**src/bpm_defs.vh**
```
// Register map, field positions and reset values of the breakpoint block.
`ifndef BPM_DEFS_VH
`define BPM_DEFS_VH

// ****************************************
// Register byte offsets, region codes and word indices
// ****************************************
`define BPM_ADR_W 12
`define BPM_INST_STATUS 12'h000
`define BPM_DATA_STATUS 12'h004
`define BPM_REG_INST 4'h1
`define BPM_REG_DATA 4'h2
`define BPM_OFS_ADDR 2'h0
`define BPM_OFS_MASK 2'h1
`define BPM_OFS_CTRL 2'h2
`define BPM_OFS_VAL 2'h3

// ****************************************
// Control and status field positions
// ****************************************
`define BPM_BRK_EN 0
`define BPM_TRIG_EN 2
`define BPM_IVM 1
`define BPM_ICTL_RANGE 4
`define BPM_ICTL_EXCL 5
`define BPM_ICTL_PRESET 6
`define BPM_DCTL_LANE_MASK 4
`define BPM_DCTL_NOLOAD 12
`define BPM_DCTL_NOSTORE 13
`define BPM_DCTL_LANE_IGN 14
`define BPM_DCTL_RANGE 8
`define BPM_DCTL_EXCL 9
`define BPM_DCTL_PRESET 10
`define BPM_NUM_CHAN 24

// ****************************************
// Reset values and access sizes
// ****************************************
`define BPM_CTRL_RST 32'h0000_0000
`define BPM_SIZE_BYTE 2'h0
`define BPM_SIZE_HALF 2'h1

`endif

```
**src/bpm_match.v**
```verilog
// Hardware breakpoint matching, status and debug exception logic.
//
// The register offsets and the Wishbone slave port are this design's own decisions.
`timescale 1ns/10ps
`default_nettype none
`include "bpm_defs.vh"

module bpm_match #(
  parameter NI = 2,
  parameter ND = 1,
  parameter IB_RANGE = 1,
  parameter DB_RANGE = 1
) (
  input wire CLOCK,
  input wire NRST,
  // Classic Wishbone slave.
  input wire WB_CYC_I,
  input wire WB_STB_I,
  input wire WB_WE_I,
  input wire [11:0] WB_ADR_I,
  input wire [3:0] WB_SEL_I,
  input wire [31:0] WB_DAT_I,
  output reg [31:0] WB_DAT_O,
  output reg WB_ACK_O,
  // Core state.
  input wire DEBUG_MODE,
  // Executed instruction.
  input wire I_VALID,
  input wire [31:0] I_PC,
  input wire I_LONG,
  input wire I_DELAY_SLOT,
  // Executed explicit load or store.
  input wire D_VALID,
  input wire D_LOAD,
  input wire [31:0] D_PC,
  input wire D_DELAY_SLOT,
  input wire [31:0] D_ADDR,
  input wire [1:0] D_SIZE,
  input wire [31:0] D_DATA,
  // Debug exception results.
  output reg INST_BREAK,
  output reg INST_KILL,
  output reg DATA_BREAK,
  output reg BLOCK_STORE,
  output reg BLOCK_LOAD,
  output reg NO_WRITEBACK,
  output reg [31:0] DEBUG_EXCEPTION_PC,
  output reg DEBUG_BRANCH_DELAY_FLAG
);

  // ****************************************
  // Helper functions
  // ****************************************

  // Lanes touched by an access of the given size and address.
  function [3:0] lanes_of;
    input [1:0] size;
    input [1:0] lo;
    begin
      if (size == `BPM_SIZE_BYTE) begin
        lanes_of = 4'h1 << lo;
      end else if (size == `BPM_SIZE_HALF) begin
        lanes_of = lo[1] ? 4'hc : 4'h3;
      end else begin
        lanes_of = 4'hf;
      end
    end
  endfunction

  // Merge write data into a register under byte enables.
  function [31:0] merge;
    input [31:0] old;
    input [31:0] wd;
    input [3:0] sel;
    integer k;
    begin
      merge = old;
      for (k = 0; k < 4; k = k + 1) begin
        if (sel[k]) begin
          merge[8*k +: 8] = wd[8*k +: 8];
        end
      end
    end
  endfunction

  // Range test of span first..last against lo..up, either sense.
  // Spans crossing a limit give true in both senses.
  function in_range;
    input [31:0] first;
    input [31:0] last;
    input [31:0] lo;
    input [31:0] up;
    input excl;
    begin
      if (excl) begin
        in_range = (first < lo) || (last > up);
      end else begin
        in_range = (first <= up) && (last >= lo);
      end
    end
  endfunction

  // ****************************************
  // Breakpoint registers
  // ****************************************

  // Per-channel address, mask, control and value words.
  reg [31:0] inst_bp_addr [0:NI-1];
  reg [31:0] inst_bp_mask [0:NI-1];
  reg [31:0] inst_bp_control [0:NI-1];
  reg [31:0] data_bp_addr [0:ND-1];
  reg [31:0] data_bp_mask [0:ND-1];
  reg [31:0] data_bp_control [0:ND-1];
  reg [31:0] data_bp_value [0:ND-1];
  // Sticky status bits, one per channel.
  reg [NI-1:0] inst_break_status;
  reg [ND-1:0] data_break_status;

  // Decoded bus request.
  wire req = WB_CYC_I & WB_STB_I & ~WB_ACK_O;
  wire wr = req & WB_WE_I;
  wire [3:0] region = WB_ADR_I[11:8];
  wire [3:0] chan = WB_ADR_I[7:4];
  wire [1:0] word = WB_ADR_I[3:2];

  // Masks of writable control bits; range bits only if supported.
  wire [31:0] inst_ctl_wmask = (32'h1 << `BPM_BRK_EN) | (32'h1 << `BPM_TRIG_EN)
    | (IB_RANGE ? ((32'h1 << `BPM_ICTL_RANGE)
    | (32'h1 << `BPM_ICTL_EXCL)) : 32'h0);
  wire [31:0] data_ctl_wmask = 32'h0003_f0f7
    | (DB_RANGE ? ((32'h1 << `BPM_DCTL_RANGE)
    | (32'h1 << `BPM_DCTL_EXCL)) : 32'h0);

  // ****************************************
  // Instruction match
  // ****************************************

  reg [NI-1:0] i_hit;
  reg [NI-1:0] i_exc;
  reg [31:0] i_first;
  reg [31:0] i_last;
  integer a;

  // Every enabled channel is checked against the executed PC.
  always @* begin
    i_hit = {NI{1'b0}};
    i_exc = {NI{1'b0}};
    // Halfword granularity; a long instruction covers two.
    i_first = {1'b0, I_PC[31:1]};
    i_last = i_first + {31'h0, I_LONG};
    for (a = 0; a < NI; a = a + 1) begin
      if (inst_bp_control[a][`BPM_ICTL_RANGE]) begin
        // Address is the upper limit, mask the lower.
        i_hit[a] = in_range(i_first, i_last,
          {1'b0, inst_bp_mask[a][31:1]}, {1'b0, inst_bp_addr[a][31:1]},
          inst_bp_control[a][`BPM_ICTL_EXCL]);
      end else begin
        i_hit[a] = &(inst_bp_mask[a] | ~(I_PC ^ inst_bp_addr[a]));
      end
      // Only executed, non-debug instructions are checked.
      i_hit[a] = i_hit[a] & I_VALID & ~DEBUG_MODE
        & (inst_bp_control[a][`BPM_BRK_EN] | inst_bp_control[a][`BPM_TRIG_EN]);
      i_exc[a] = i_hit[a] & inst_bp_control[a][`BPM_BRK_EN];
    end
  end

  wire inst_exc = |i_exc;

  // ****************************************
  // Data match
  // ****************************************

  wire [3:0] accessed_lanes = lanes_of(D_SIZE, D_ADDR[1:0]);
  wire [1:0] lane_lo = accessed_lanes[0] ? 2'h0 :
    accessed_lanes[1] ? 2'h1 : accessed_lanes[2] ? 2'h2 : 2'h3;
  wire [1:0] lane_hi = accessed_lanes[3] ? 2'h3 :
    accessed_lanes[2] ? 2'h2 : accessed_lanes[1] ? 2'h1 : 2'h0;
  // First and last byte actually touched by the access.
  wire [31:0] d_first = {D_ADDR[31:2], lane_lo};
  wire [31:0] d_last = {D_ADDR[31:2], lane_hi};
  // An instruction killed by its own instruction break moves no data.
  wire d_eval = D_VALID & ~DEBUG_MODE
    & ~(I_VALID & inst_exc);

  reg [ND-1:0] d_hit;
  reg [ND-1:0] skip_value_compare;
  reg [3:0] byte_lane_mask;
  reg [3:0] byte_access_ignore;
  reg [31:0] cmp_mask;
  reg addr_ok;
  reg value_ok;
  integer b;
  integer m;

  // Address, type and value terms of each data channel.
  always @* begin
    d_hit = {ND{1'b0}};
    skip_value_compare = {ND{1'b0}};
    byte_lane_mask = 4'h0;
    byte_access_ignore = 4'h0;
    cmp_mask = 32'h0;
    addr_ok = 1'b0;
    value_ok = 1'b0;
    for (b = 0; b < ND; b = b + 1) begin
      byte_lane_mask = data_bp_control[b][`BPM_DCTL_LANE_MASK +: 4];
      byte_access_ignore = data_bp_control[b][`BPM_DCTL_LANE_IGN +: 4];
      if (data_bp_control[b][`BPM_DCTL_RANGE]) begin
        // Address is the upper limit, mask the lower.
        addr_ok = in_range(d_first, d_last, data_bp_mask[b], data_bp_addr[b],
          data_bp_control[b][`BPM_DCTL_EXCL]);
      end else begin
        addr_ok = (&(data_bp_mask[b][31:2] | ~(D_ADDR[31:2] ^ data_bp_addr[b][31:2])))
          & (|(accessed_lanes & ~byte_access_ignore));
      end
      skip_value_compare[b] = &(byte_lane_mask | byte_access_ignore
        | ~accessed_lanes);
      // Raw bus bytes that take part in the compare.
      for (m = 0; m < 4; m = m + 1) begin
        cmp_mask[8*m +: 8] = {8{accessed_lanes[m]
          & ~byte_lane_mask[m] & ~byte_access_ignore[m]}};
      end
      value_ok = ~|((D_DATA ^ data_bp_value[b]) & cmp_mask);
      if (data_bp_control[b][`BPM_IVM]) begin
        value_ok = ~value_ok;
      end
      // Range mode relies on software masking every lane.
      d_hit[b] = d_eval & addr_ok
        & (skip_value_compare[b] | value_ok)
        & (D_LOAD ? ~data_bp_control[b][`BPM_DCTL_NOLOAD]
        : ~data_bp_control[b][`BPM_DCTL_NOSTORE])
        & (data_bp_control[b][`BPM_BRK_EN] | data_bp_control[b][`BPM_TRIG_EN]);
    end
  end

  // Exception groups split by whether the value was compared.
  reg [ND-1:0] d_be;
  integer e;
  always @* begin
    d_be = {ND{1'b0}};
    for (e = 0; e < ND; e = e + 1) begin
      d_be[e] = data_bp_control[e][`BPM_BRK_EN];
    end
  end

  wire [ND-1:0] d_plain = d_hit & skip_value_compare;
  wire [ND-1:0] d_valued = d_hit & ~skip_value_compare;
  wire exc_plain = |(d_plain & d_be);
  wire exc_valued = |(d_valued & d_be);
  wire data_exc = exc_plain | exc_valued;
  // A load stopped by an uncompared match returns no valid value.
  wire [ND-1:0] d_set = d_plain
    | ((D_LOAD & exc_plain) ? {ND{1'b0}} : d_valued);

  // ****************************************
  // Status registers and bus slave
  // ****************************************

  reg [31:0] rd;
  integer r;

  // Read multiplexer; unmapped words read as zero.
  always @* begin
    rd = 32'h0;
    if (region == 4'h0 && chan == 4'h0) begin
      if (word == `BPM_INST_STATUS >> 2) begin
        rd[`BPM_NUM_CHAN +: 4] = NI[3:0];
        rd[NI-1:0] = inst_break_status;
      end else if (word == `BPM_DATA_STATUS >> 2) begin
        rd[`BPM_NUM_CHAN +: 4] = ND[3:0];
        rd[ND-1:0] = data_break_status;
      end
    end
    for (r = 0; r < NI; r = r + 1) begin
      if (region == `BPM_REG_INST && chan == r) begin
        case (word)
          `BPM_OFS_ADDR: rd = inst_bp_addr[r];
          `BPM_OFS_MASK: rd = inst_bp_mask[r];
          `BPM_OFS_CTRL: begin
            rd = inst_bp_control[r];
            rd[`BPM_ICTL_PRESET] = (IB_RANGE != 0);
          end
          default: rd = 32'h0;
        endcase
      end
    end
    for (r = 0; r < ND; r = r + 1) begin
      if (region == `BPM_REG_DATA && chan == r) begin
        case (word)
          `BPM_OFS_ADDR: rd = data_bp_addr[r];
          `BPM_OFS_MASK: rd = data_bp_mask[r];
          `BPM_OFS_CTRL: begin
            rd = data_bp_control[r];
            rd[`BPM_DCTL_PRESET] = (DB_RANGE != 0);
          end
          default: rd = data_bp_value[r];
        endcase
      end
    end
  end

  // Status words as a bus write would leave them, before new hits.
  wire [31:0] inst_status_wr = merge({{(32-NI){1'b0}}, inst_break_status},
    WB_DAT_I, WB_SEL_I);
  wire [31:0] data_status_wr = merge({{(32-ND){1'b0}}, data_break_status},
    WB_DAT_I, WB_SEL_I);

  integer w;

  // Register writes; a new match beats a clearing write.
  always @(posedge CLOCK) begin
    if (!NRST) begin
      WB_ACK_O <= 1'b0;
      WB_DAT_O <= 32'h0;
      inst_break_status <= {NI{1'b0}};
      data_break_status <= {ND{1'b0}};
      for (w = 0; w < NI; w = w + 1) begin
        inst_bp_addr[w] <= 32'h0;
        inst_bp_mask[w] <= 32'h0;
        inst_bp_control[w] <= `BPM_CTRL_RST;
      end
      for (w = 0; w < ND; w = w + 1) begin
        data_bp_addr[w] <= 32'h0;
        data_bp_mask[w] <= 32'h0;
        data_bp_control[w] <= `BPM_CTRL_RST;
        data_bp_value[w] <= 32'h0;
      end
    end else begin
      // One wait state: ack the cycle after the request.
      WB_ACK_O <= req;
      WB_DAT_O <= req ? rd : 32'h0;
      // Status bits are sticky; only a write clears them.
      if (wr && region == 4'h0 && chan == 4'h0
          && word == `BPM_INST_STATUS >> 2) begin
        inst_break_status <= inst_status_wr[NI-1:0] | i_hit;
      end else begin
        inst_break_status <= inst_break_status | i_hit;
      end
      if (wr && region == 4'h0 && chan == 4'h0
          && word == `BPM_DATA_STATUS >> 2) begin
        data_break_status <= data_status_wr[ND-1:0] | d_set;
      end else begin
        data_break_status <= data_break_status | d_set;
      end
      for (w = 0; w < NI; w = w + 1) begin
        if (wr && region == `BPM_REG_INST && chan == w) begin
          case (word)
            `BPM_OFS_ADDR: inst_bp_addr[w] <= merge(inst_bp_addr[w], WB_DAT_I, WB_SEL_I);
            `BPM_OFS_MASK: inst_bp_mask[w] <= merge(inst_bp_mask[w], WB_DAT_I, WB_SEL_I);
            `BPM_OFS_CTRL: inst_bp_control[w] <= merge(inst_bp_control[w], WB_DAT_I,
              WB_SEL_I) & inst_ctl_wmask;
            default: inst_bp_control[w] <= inst_bp_control[w];
          endcase
        end
      end
      for (w = 0; w < ND; w = w + 1) begin
        if (wr && region == `BPM_REG_DATA && chan == w) begin
          case (word)
            `BPM_OFS_ADDR: data_bp_addr[w] <= merge(data_bp_addr[w], WB_DAT_I, WB_SEL_I);
            `BPM_OFS_MASK: data_bp_mask[w] <= merge(data_bp_mask[w], WB_DAT_I, WB_SEL_I);
            `BPM_OFS_CTRL: data_bp_control[w] <= merge(data_bp_control[w], WB_DAT_I,
              WB_SEL_I) & data_ctl_wmask;
            default: data_bp_value[w] <= merge(data_bp_value[w], WB_DAT_I, WB_SEL_I);
          endcase
        end
      end
    end
  end

  // ****************************************
  // Exception outputs
  // ****************************************

  // Flags are one-cycle pulses, one edge after the checked cycle; the PC and delay flag hold between breaks.
  always @(posedge CLOCK) begin
    if (!NRST) begin
      INST_BREAK <= 1'b0;
      INST_KILL <= 1'b0;
      DATA_BREAK <= 1'b0;
      BLOCK_STORE <= 1'b0;
      BLOCK_LOAD <= 1'b0;
      NO_WRITEBACK <= 1'b0;
      DEBUG_EXCEPTION_PC <= 32'h0;
      DEBUG_BRANCH_DELAY_FLAG <= 1'b0;
    end else begin
      INST_BREAK <= inst_exc;
      // The killed instruction updates nothing and moves no data.
      INST_KILL <= inst_exc;
      DATA_BREAK <= data_exc;
      BLOCK_STORE <= data_exc & ~D_LOAD;
      // A compared load still completes from memory.
      BLOCK_LOAD <= exc_plain & D_LOAD;
      NO_WRITEBACK <= data_exc;
      if (I_VALID && inst_exc) begin
        DEBUG_EXCEPTION_PC <= I_PC;
        DEBUG_BRANCH_DELAY_FLAG <= I_DELAY_SLOT;
      end else if (data_exc) begin
        DEBUG_EXCEPTION_PC <= D_PC;
        DEBUG_BRANCH_DELAY_FLAG <= D_DELAY_SLOT;
      end
    end
  end

endmodule
`default_nettype wire

```
**config.mk**
```make
export PLATFORM = sky130hd
export DESIGN_NAME = bpm_match
export DESIGN_NICKNAME = d
export VERILOG_FILES = /design/src/bpm_match.v
export VERILOG_INCLUDE_DIRS = /design/src /design/src/src
export SDC_FILE = /design/constraint.sdc
export NUM_CORES = 1
export LEC_CHECK = 0
export CORE_MARGIN = 1
export CORE_UTILIZATION = 38
export CTS_BUF_LIST = sky130_fd_sc_hd__clkbuf_4
export CTS_CLUSTER_DIAMETER = 200
export DETAILED_ROUTE_END_ITERATION = 8
export DONT_BUFFER_PORTS = 1
export GPL_TIMING_DRIVEN = 0
export MAX_ROUTING_LAYER = met4
export PLACE_DENSITY = 0.53
export SYNTH_ARGS = -nofsm -noshare
export SYNTH_HDL_FRONTEND = slang
export SYNTH_SLANG_ARGS = --single-unit
```
**constraint.sdc**
```tcl
create_clock -name CLOCK -period 5.4 [get_ports CLOCK]
set_input_delay 1.08 -clock CLOCK [delete_from_list [all_inputs] [get_ports CLOCK]]
set_output_delay 1.08 -clock CLOCK [all_outputs]
set_load 0.02 [all_outputs]
```
# Yosys cells after proc, flatten, opt, wreduce, memory -nomap -nowiden
# Memory sizes are Yosys's and may differ from the RTL's.
# Index checks and enable logic that the tools add are counted.
[op_classes]
shifts = 1
order_cmp = 12
bitwise = 82
reduce_logical = 39
mux = 228
n_eq_ne = 6
addsub = 1
[op_table]
columns = ["op", "n"]
rows = [
  ["$mux W8", 120],
  ["$mux W32", 16],
  ["$pmux W32 S3", 3],
  ["$reduce_or A32 Y1", 4],
  ["$xor A32 B32 Y32", 3],
  ["$ge A32 B31 Y1", 2],
  ["$gt A32 B31 Y1", 2],
  ["$mux W1", 64],
  ["$not A32 Y32", 2],
  ["$or A32 B32 Y32", 2],
  ["$reduce_and A32 Y1", 2],
  ["$le A31 B31 Y1", 2],
  ["$lt A31 B31 Y1", 2],
  ["$mux W6", 8],
  ["$and A1 B1 Y1", 33],
  ["$add A31 B1 Y32", 1],
  ["$and A32 B32 Y32", 1],
  ["$ge A32 B32 Y1", 1],
  ["$gt A32 B32 Y1", 1],
  ["$le A32 B32 Y1", 1],
  ["$lt A32 B32 Y1", 1],
  ["$not A30 Y30", 1],
  ["$or A30 B30 Y30", 1],
  ["$reduce_and A30 Y1", 1],
  ["other kinds (27)", 95],
]
[word_totals]
wordCells = 386
output_inout_bits = 72
mem_bits_rw = 303
memories = 7
input_bits = 190
regBits = 73
[memory_table]
columns = ["name", "depth", "width", "rd", "rd_ports_with_merged_regs", "write_ports", "line_no", "source"]
rows = [
  ["inst_bp_addr", 2, 32, 2, 0, 2, "bpm_match.v:108", "reg [31:0] inst_bp_addr [0:NI-1];"],
  ["inst_bp_control", 2, 32, 2, 0, 2, "bpm_match.v:110", "reg [31:0] inst_bp_control [0:NI-1];"],
  ["inst_bp_mask", 2, 32, 2, 0, 2, "bpm_match.v:109", "reg [31:0] inst_bp_mask [0:NI-1];"],
  ["data_bp_addr", 1, 32, 1, 0, 1, "bpm_match.v:111", "reg [31:0] data_bp_addr [0:ND-1];"],
  ["data_bp_mask", 1, 32, 1, 0, 1, "bpm_match.v:112", "reg [31:0] data_bp_mask [0:ND-1];"],
  ["data_bp_value", 1, 32, 1, 0, 1, "bpm_match.v:114", "reg [31:0] data_bp_value [0:ND-1];"],
  ["1 more memories", "n/a", "n/a", "n/a", "n/a", "n/a", "n/a", ""],
]

# Depth between registers and ports, before layout
# An unclocked memory read counts as a cell.
[logic_depth]
depth_word = 25
mapped_depth = 21

# Worst setup path after synthesis
# No wires, ideal clock.
[synth_path]
path_kind = "input port to flip-flop"
from = "input I_PC[1]"
to = "register DEBUG_BRANCH_DELAY_FLAG"
arrival_time_ns = 4.821
path_buffers = 3
required_ns = 5.314
setup_slack_ns = 0.494
cell_stages = 21
path_cell_list = "ha_1 > nand3_1 > or3_1 > clkbuf_1 > nor2_1 > nand3_1 > nor2_1 > and3_1 > xor2_1 > ha_1 > nand4_1 > nor4_1 > nand3_1 > nand4_1 > a41oi_1 > nor2_1 > nand3_1 > and2_1 > buf_2 > buf_2 > a211oi_1"
[synth_between]
elab_chain_len = 21
elab_cells_between_ends = 49
cone_classes = "add/sub (1); order compare (8); mux (5); bitwise (26); reduce/logical (9)"
[synth_rtl]
columns = ["item", "line_no", "source"]
rows = [
  ["start: declaration", "bpm_match.v:29", "input wire [31:0] I_PC,"],
  ["$add A31 B1 Y32 / $xor A32 B32 Y32 (equally long branches)", "bpm_match.v:150, bpm_match.v:158", ""],
  ["$ge A32 B31 Y1 (tied with other cells)", "bpm_match.v:98", "in_range = (first <= up) && (last >= lo);"],
  ["$logic_and A1 B1 Y1 (tied with other cells)", "bpm_match.v:98", ""],
  ["$mux W1 / $reduce_and A32 Y1 (equally long branches)", "bpm_match.v:95, bpm_match.v:158", ""],
  ["$mux W1", "bpm_match.v:152", "if (inst_bp_control[a][`BPM_ICTL_RANGE]) begin"],
  ["$and A1 B1 Y1 (3 in a row)", "bpm_match.v:161", "i_hit[a] = i_hit[a] & I_VALID & ~DEBUG_MODE"],
  ["$and A1 B1 Y1", "bpm_match.v:163", "i_exc[a] = i_hit[a] & inst_bp_control[a][`BPM_BRK_EN];"],
  ["$reduce_or A2 Y1 *", "bpm_match.v:167", "wire inst_exc = |i_exc;"],
  ["[... 2 more ...]", "n/a", ""],
  ["$and A1 B1 Y1", "bpm_match.v:183", "& ~(I_VALID & inst_exc);"],
  ["$and A1 B1 Y1", "bpm_match.v:227", "d_hit[b] = d_eval & addr_ok"],
  ["$and A1 B1 Y1", "bpm_match.v:228", "& (skip_value_compare[b] | value_ok)"],
  ["$and A1 B1 Y1 (2 in a row)", "bpm_match.v:227", ""],
  ["$and A1 B1 Y1, on equally long branches", "bpm_match.v:245, bpm_match.v:246", ""],
  ["$and A1 B1 Y1, on equally long branches", "bpm_match.v:247, bpm_match.v:248", ""],
  ["$or A1 B1 Y1", "bpm_match.v:249", "wire data_exc = exc_plain | exc_valued;"],
  ["$reduce_bool A2 Y1 (no source line)", "n/a", ""],
  ["end signal: assignment", "bpm_match.v:383", "DEBUG_BRANCH_DELAY_FLAG <= 1'b0;"],
  ["end signal: assignment", "bpm_match.v:395", "DEBUG_BRANCH_DELAY_FLAG <= I_DELAY_SLOT;"],
  ["end signal: assignment", "bpm_match.v:398", "DEBUG_BRANCH_DELAY_FLAG <= D_DELAY_SLOT;"],
  ["end: declaration", "bpm_match.v:48", "output reg DEBUG_BRANCH_DELAY_FLAG"],
]
# Every way passes the cells marked *; elsewhere a longest branch is shown, timed or not.
# A chain may end at the register's enable or synchronous reset.

# Final worst setup path
[layout_path]
from = "input I_PC[1]"
to = "register DEBUG_EXCEPTION_PC[4]"
[layout_between]
elab_chain_len = 21
elab_cells_between_ends = 49
cone_classes = "add/sub (1); order compare (8); mux (5); bitwise (26); reduce/logical (9)"
[layout_rtl]
columns = ["item", "line_no", "source"]
rows = [
  ["$add A31 B1 Y32 / $xor A32 B32 Y32 (equally long branches)", "bpm_match.v:150, bpm_match.v:158", ""],
  ["$ge A32 B31 Y1 (tied with other cells)", "bpm_match.v:98", ""],
  ["$logic_and A1 B1 Y1 (tied with other cells)", "bpm_match.v:98", ""],
  ["$mux W1 / $reduce_and A32 Y1 (equally long branches)", "bpm_match.v:95, bpm_match.v:158", ""],
  ["$mux W1", "bpm_match.v:152", ""],
  ["$and A1 B1 Y1 (3 in a row)", "bpm_match.v:161", ""],
  ["$and A1 B1 Y1", "bpm_match.v:163", ""],
  ["$reduce_or A2 Y1 *", "bpm_match.v:167", ""],
  ["[... 2 more ...]", "n/a", ""],
  ["$and A1 B1 Y1", "bpm_match.v:183", ""],
  ["$and A1 B1 Y1", "bpm_match.v:227", ""],
  ["$and A1 B1 Y1", "bpm_match.v:228", ""],
  ["$and A1 B1 Y1 (2 in a row)", "bpm_match.v:227", ""],
  ["$and A1 B1 Y1, on equally long branches", "bpm_match.v:245, bpm_match.v:246", ""],
  ["$and A1 B1 Y1, on equally long branches", "bpm_match.v:247, bpm_match.v:248", ""],
  ["$or A1 B1 Y1", "bpm_match.v:249", ""],
  ["$reduce_bool A2 Y1 (no source line)", "n/a", ""],
  ["end signal: assignment", "bpm_match.v:382", "DEBUG_EXCEPTION_PC <= 32'h0;"],
  ["end signal: assignment", "bpm_match.v:394", "DEBUG_EXCEPTION_PC <= I_PC;"],
  ["end signal: assignment", "bpm_match.v:397", "DEBUG_EXCEPTION_PC <= D_PC;"],
  ["end: declaration", "bpm_match.v:47", "output reg [31:0] DEBUG_EXCEPTION_PC,"],
]
# Marked as above.

==> results.toml <==
[floorplanning]
start_util = 0.3876
core_um2 = 58250
die_y_um = 245.7
die_w_um = 245.7
io_pins = 262
fp.dieArea_um2 = 60380
num_rows = 88

[synth]
yosysWarnings = 0
netlist_instances = 2302
synth_edf_count = 247
yosysUniqueCellTypes = 63
synth.area.top_cells = "edfxtp_1, ha_1, dfxtp_1, and2_1, mux2i_1"
post-synth-top-count-cell = "ha_1"
synth_flop_cell = "edfxtp_1"
ys_top_cells_by_count = "ha_1, edfxtp_1, inv_1"
syn_area_um2 = 22570
syn_area_per_cell_um2 = 9.806
synth_top_area_frac = 0.3286
synth-seq-area-share = 0.3933
synth_seq_cells = 320
synthArstFlopShare = 0
yosysTopAreaCell = "edfxtp_1"
synth_fp_nets = 2807

[critical_path]
cp_slowest_stage_delay_ns = 0.50
end_kind = "register"
slowest_stage = "o211ai_1"
path_cells = "ha_1, nand3_1, or3_1, clkbuf_1, nor2_4, nand3_1, nor2_1, and3_1, xor2_4, ha_1, nand2_1, o21ai_0, a21oi_1, o211ai_1, nor2_1, nor3_4, nand3_4, and2_1, buf_2, buf_2, a211oi_1"
cp.arrival_ns = 6.00
critPathRequiredTime_ns = 6.13
start_kind = "input pin"
crit_type = "in -> reg"
crit_fanout = 10

[route]
dr.pass1.iters = 5
drtAntennaViolNets = 0
vias = 19079
routedLengthMet1_mm = 39.45
top_layer = "met4"
drc = 0
routed-wl-met3_mm = 6.065
drtIter0Drc = 1636
via_per_inst = 5.870
drt_wl_total_mm = 95.66
avgRoutedWirePerCell_um = 29.43
wl_met2_mm = 45.56

[power_and_ir_drop]
p_leak_nw = 10.43
p_per_area_nw_per_um2 = 249.9
peakVddDrop_mv = 0.1493
power.total_mw = 6.240

[placed_design]
gp_congestion = 0.9578
post-place-ws_ns = -1.617
io_buffers = 0
dp_cells = 3069
dp_hpwl_mm = 79.70

[timing]
max_freq_ghz = 0.1898
setup_viol = 0
tightest_slew_ns = 1.352
layout_setup_ws_ns = 0.1325
slew_viol_final = 0
finalCritPeriodShare = 0.9755
finClkSkew_ns = 0.09725
tns_ns = 0
rsz0062_at_grt = "no"
max_slew_margin = 0.09032
hold_viol_final = 0
period_minus_slack_ns = 5.268

[grt]
grt_max_degree = 16
grt_pass1_vias = 19542
grt-ovfl-total = 0
antenna_found_initial = 4
track_usage = 0.3228
grt_pass1_wl_mm = 134.0

[layout]
drive_gt1_frac = 0.08226
area_growth_pct = 10.59
nets = 2906
stdcell_count = 3250
fill_cells = 5628

[clock_network]
clk_pin_slew_ns = 0.06
cts_buffer_depth = 3
clk_latency_ns = 0.90
cts_buffers = 93
cts_root_buf = "clkbuf_4"
clock_sink_count = 320
cts_setup_buffers = 0
htreeDepth = 3
cts_tree = "built"
cts_hold_buf = 0

[run_status]
status = "complete, no violations"

[min_path]
hold_path.class = "in -> reg"

[flow_run]
max-cap-violations = 0
[worst paths after layout]
check	start	endpoint	slack, ns	cells past startpoint
worst max-delay path	I_PC[1]	DEBUG_EXCEPTION_PC[4]$_SDFFE_PN0P_	0.13	21
worst min-delay path	D_LOAD	BLOCK_STORE$_SDFF_PN0_	0.26	1
worst max register to register	data_bp_addr[0][12]$_SDFFCE_PN0P_	DEBUG_EXCEPTION_PC[4]$_SDFFE_PN0P_	0.94	13
worst min register to register	inst_break_status[1]$_SDFF_PN0_	inst_break_status[1]$_SDFF_PN0_	0.58	2
[cell type report]
cell class,instances,area (um^2),area share
buffer,79,341.6,0.01368
sequential,320,8879,0.3556
timing repair buffer,4,25.02,0.001002
clock inverter,36,250.2,0.01002
tap,765,957.2,0.03834
inverter,202,758.2,0.03037
antenna,5,12.51,0.0005012
clock buffer,138,1036,0.04150
multi-input combinational,1701,12710,0.5089
[stage by stage]
step           hold slack (ns)    util  cell area (um^2)
3_3_place_gp            0.5476  0.4040             23530
4_1_cts                 0.2033  0.4274             24900
2_1_floorplan           0.5164       -             22570
6_report                0.2558  0.4286             24970
3_5_place_dp            0.5458  0.4043             23550
5_1_grt                 0.2399  0.4285             24960
[per-layer routing]
| metal | vias up | GRT usage |
|---|---|---|
| met5 | - | - |
| met3 | 176 | 0.05599 |
| met1 | 9324 | 0.3831 |
| li1 | 8788 | - |
| met2 | 791 | 0.5342 |
| met4 | 0 | 0.1432 |
[registers in the layout, indices dropped and copies added (netlist names), 2 cells and up]
| name | flops |
|---|---|
| data_bp_mask | 32 |
| data_bp_control | 15 |
| inst_bp_mask | 64 |
| inst_bp_addr | 64 |
| data_bp_value | 32 |
| data_bp_addr | 32 |
| DEBUG_EXCEPTION_PC | 32 |
| WB_DAT_O | 32 |
| inst_bp_control | 8 |
| inst_break_status | 2 |
[worst max-delay path, delay by kind of cell]
kind / cells / cell delay, ns
AO/OA/AOI/OAI: 4 / 1.08
XOR/XNOR: 1 / 0.12
adder cells (fa/ha/maj): 2 / 0.48
buffers and inverters: 3 / 0.59
AND/OR/NAND/NOR: 11 / 2.62
[power by group]
part / total [mW] / switching (mW) / internal (mW)
registers: 2.84 / 0.111 / 2.73
logic: 0.915 / 0.575 / 0.340
clock network: 2.48 / 1.16 / 1.33
total: 6.24 / 1.84 / 4.40
[kinds of logic (layout without fill, tap and decap cells)]
| kind of cell | Yosys count | count (layout) | synth area share |
|---|---|---|---|
| buffers and inverters | 281 | 459 | 0.04861 |
| and+or+nand+nor | 671 | 671 | 0.1544 |
| AOI/OAI and AO/OA | 538 | 538 | 0.1457 |
| DFF | 320 | 320 | 0.3933 |
| muxes | 114 | 114 | 0.05897 |
| other | 0 | 5 | 0 |
| xor gates and xnor gates | 63 | 63 | 0.02444 |
| adders and majority gates | 315 | 315 | 0.1746 |
[what timing repair did]
item | CTS | global route
resized for setup | 13 | 5
setup endpoints to repair | 38 | 30
pin swaps | 0 | 1
[cell usage in the layout, fill, tap and decap left out, drive strengths merged, types with 15 or more instances in the layout]
cell | synthesis | final
ha | 315 | 315
edfxtp | 247 | 247
inv | 201 | 204
clkbuf | 59 | 197
a21oi | 179 | 179
and2 | 172 | 172
nand2 | 157 | 157
nor2 | 116 | 116
o21ai | 115 | 115
mux2i | 97 | 97
dfxtp | 73 | 73
o22ai | 67 | 67
nand3 | 54 | 54
a211oi | 50 | 50
nand4 | 49 | 49
xor2 | 43 | 43
nor4 | 34 | 34
clkinv | 1 | 31
and3 | 25 | 25
buf | 20 | 24
a21o | 22 | 22
xnor2 | 20 | 20
nor3 | 20 | 20
mux4 | 15 | 15
(Power assumes the default switching activity.)
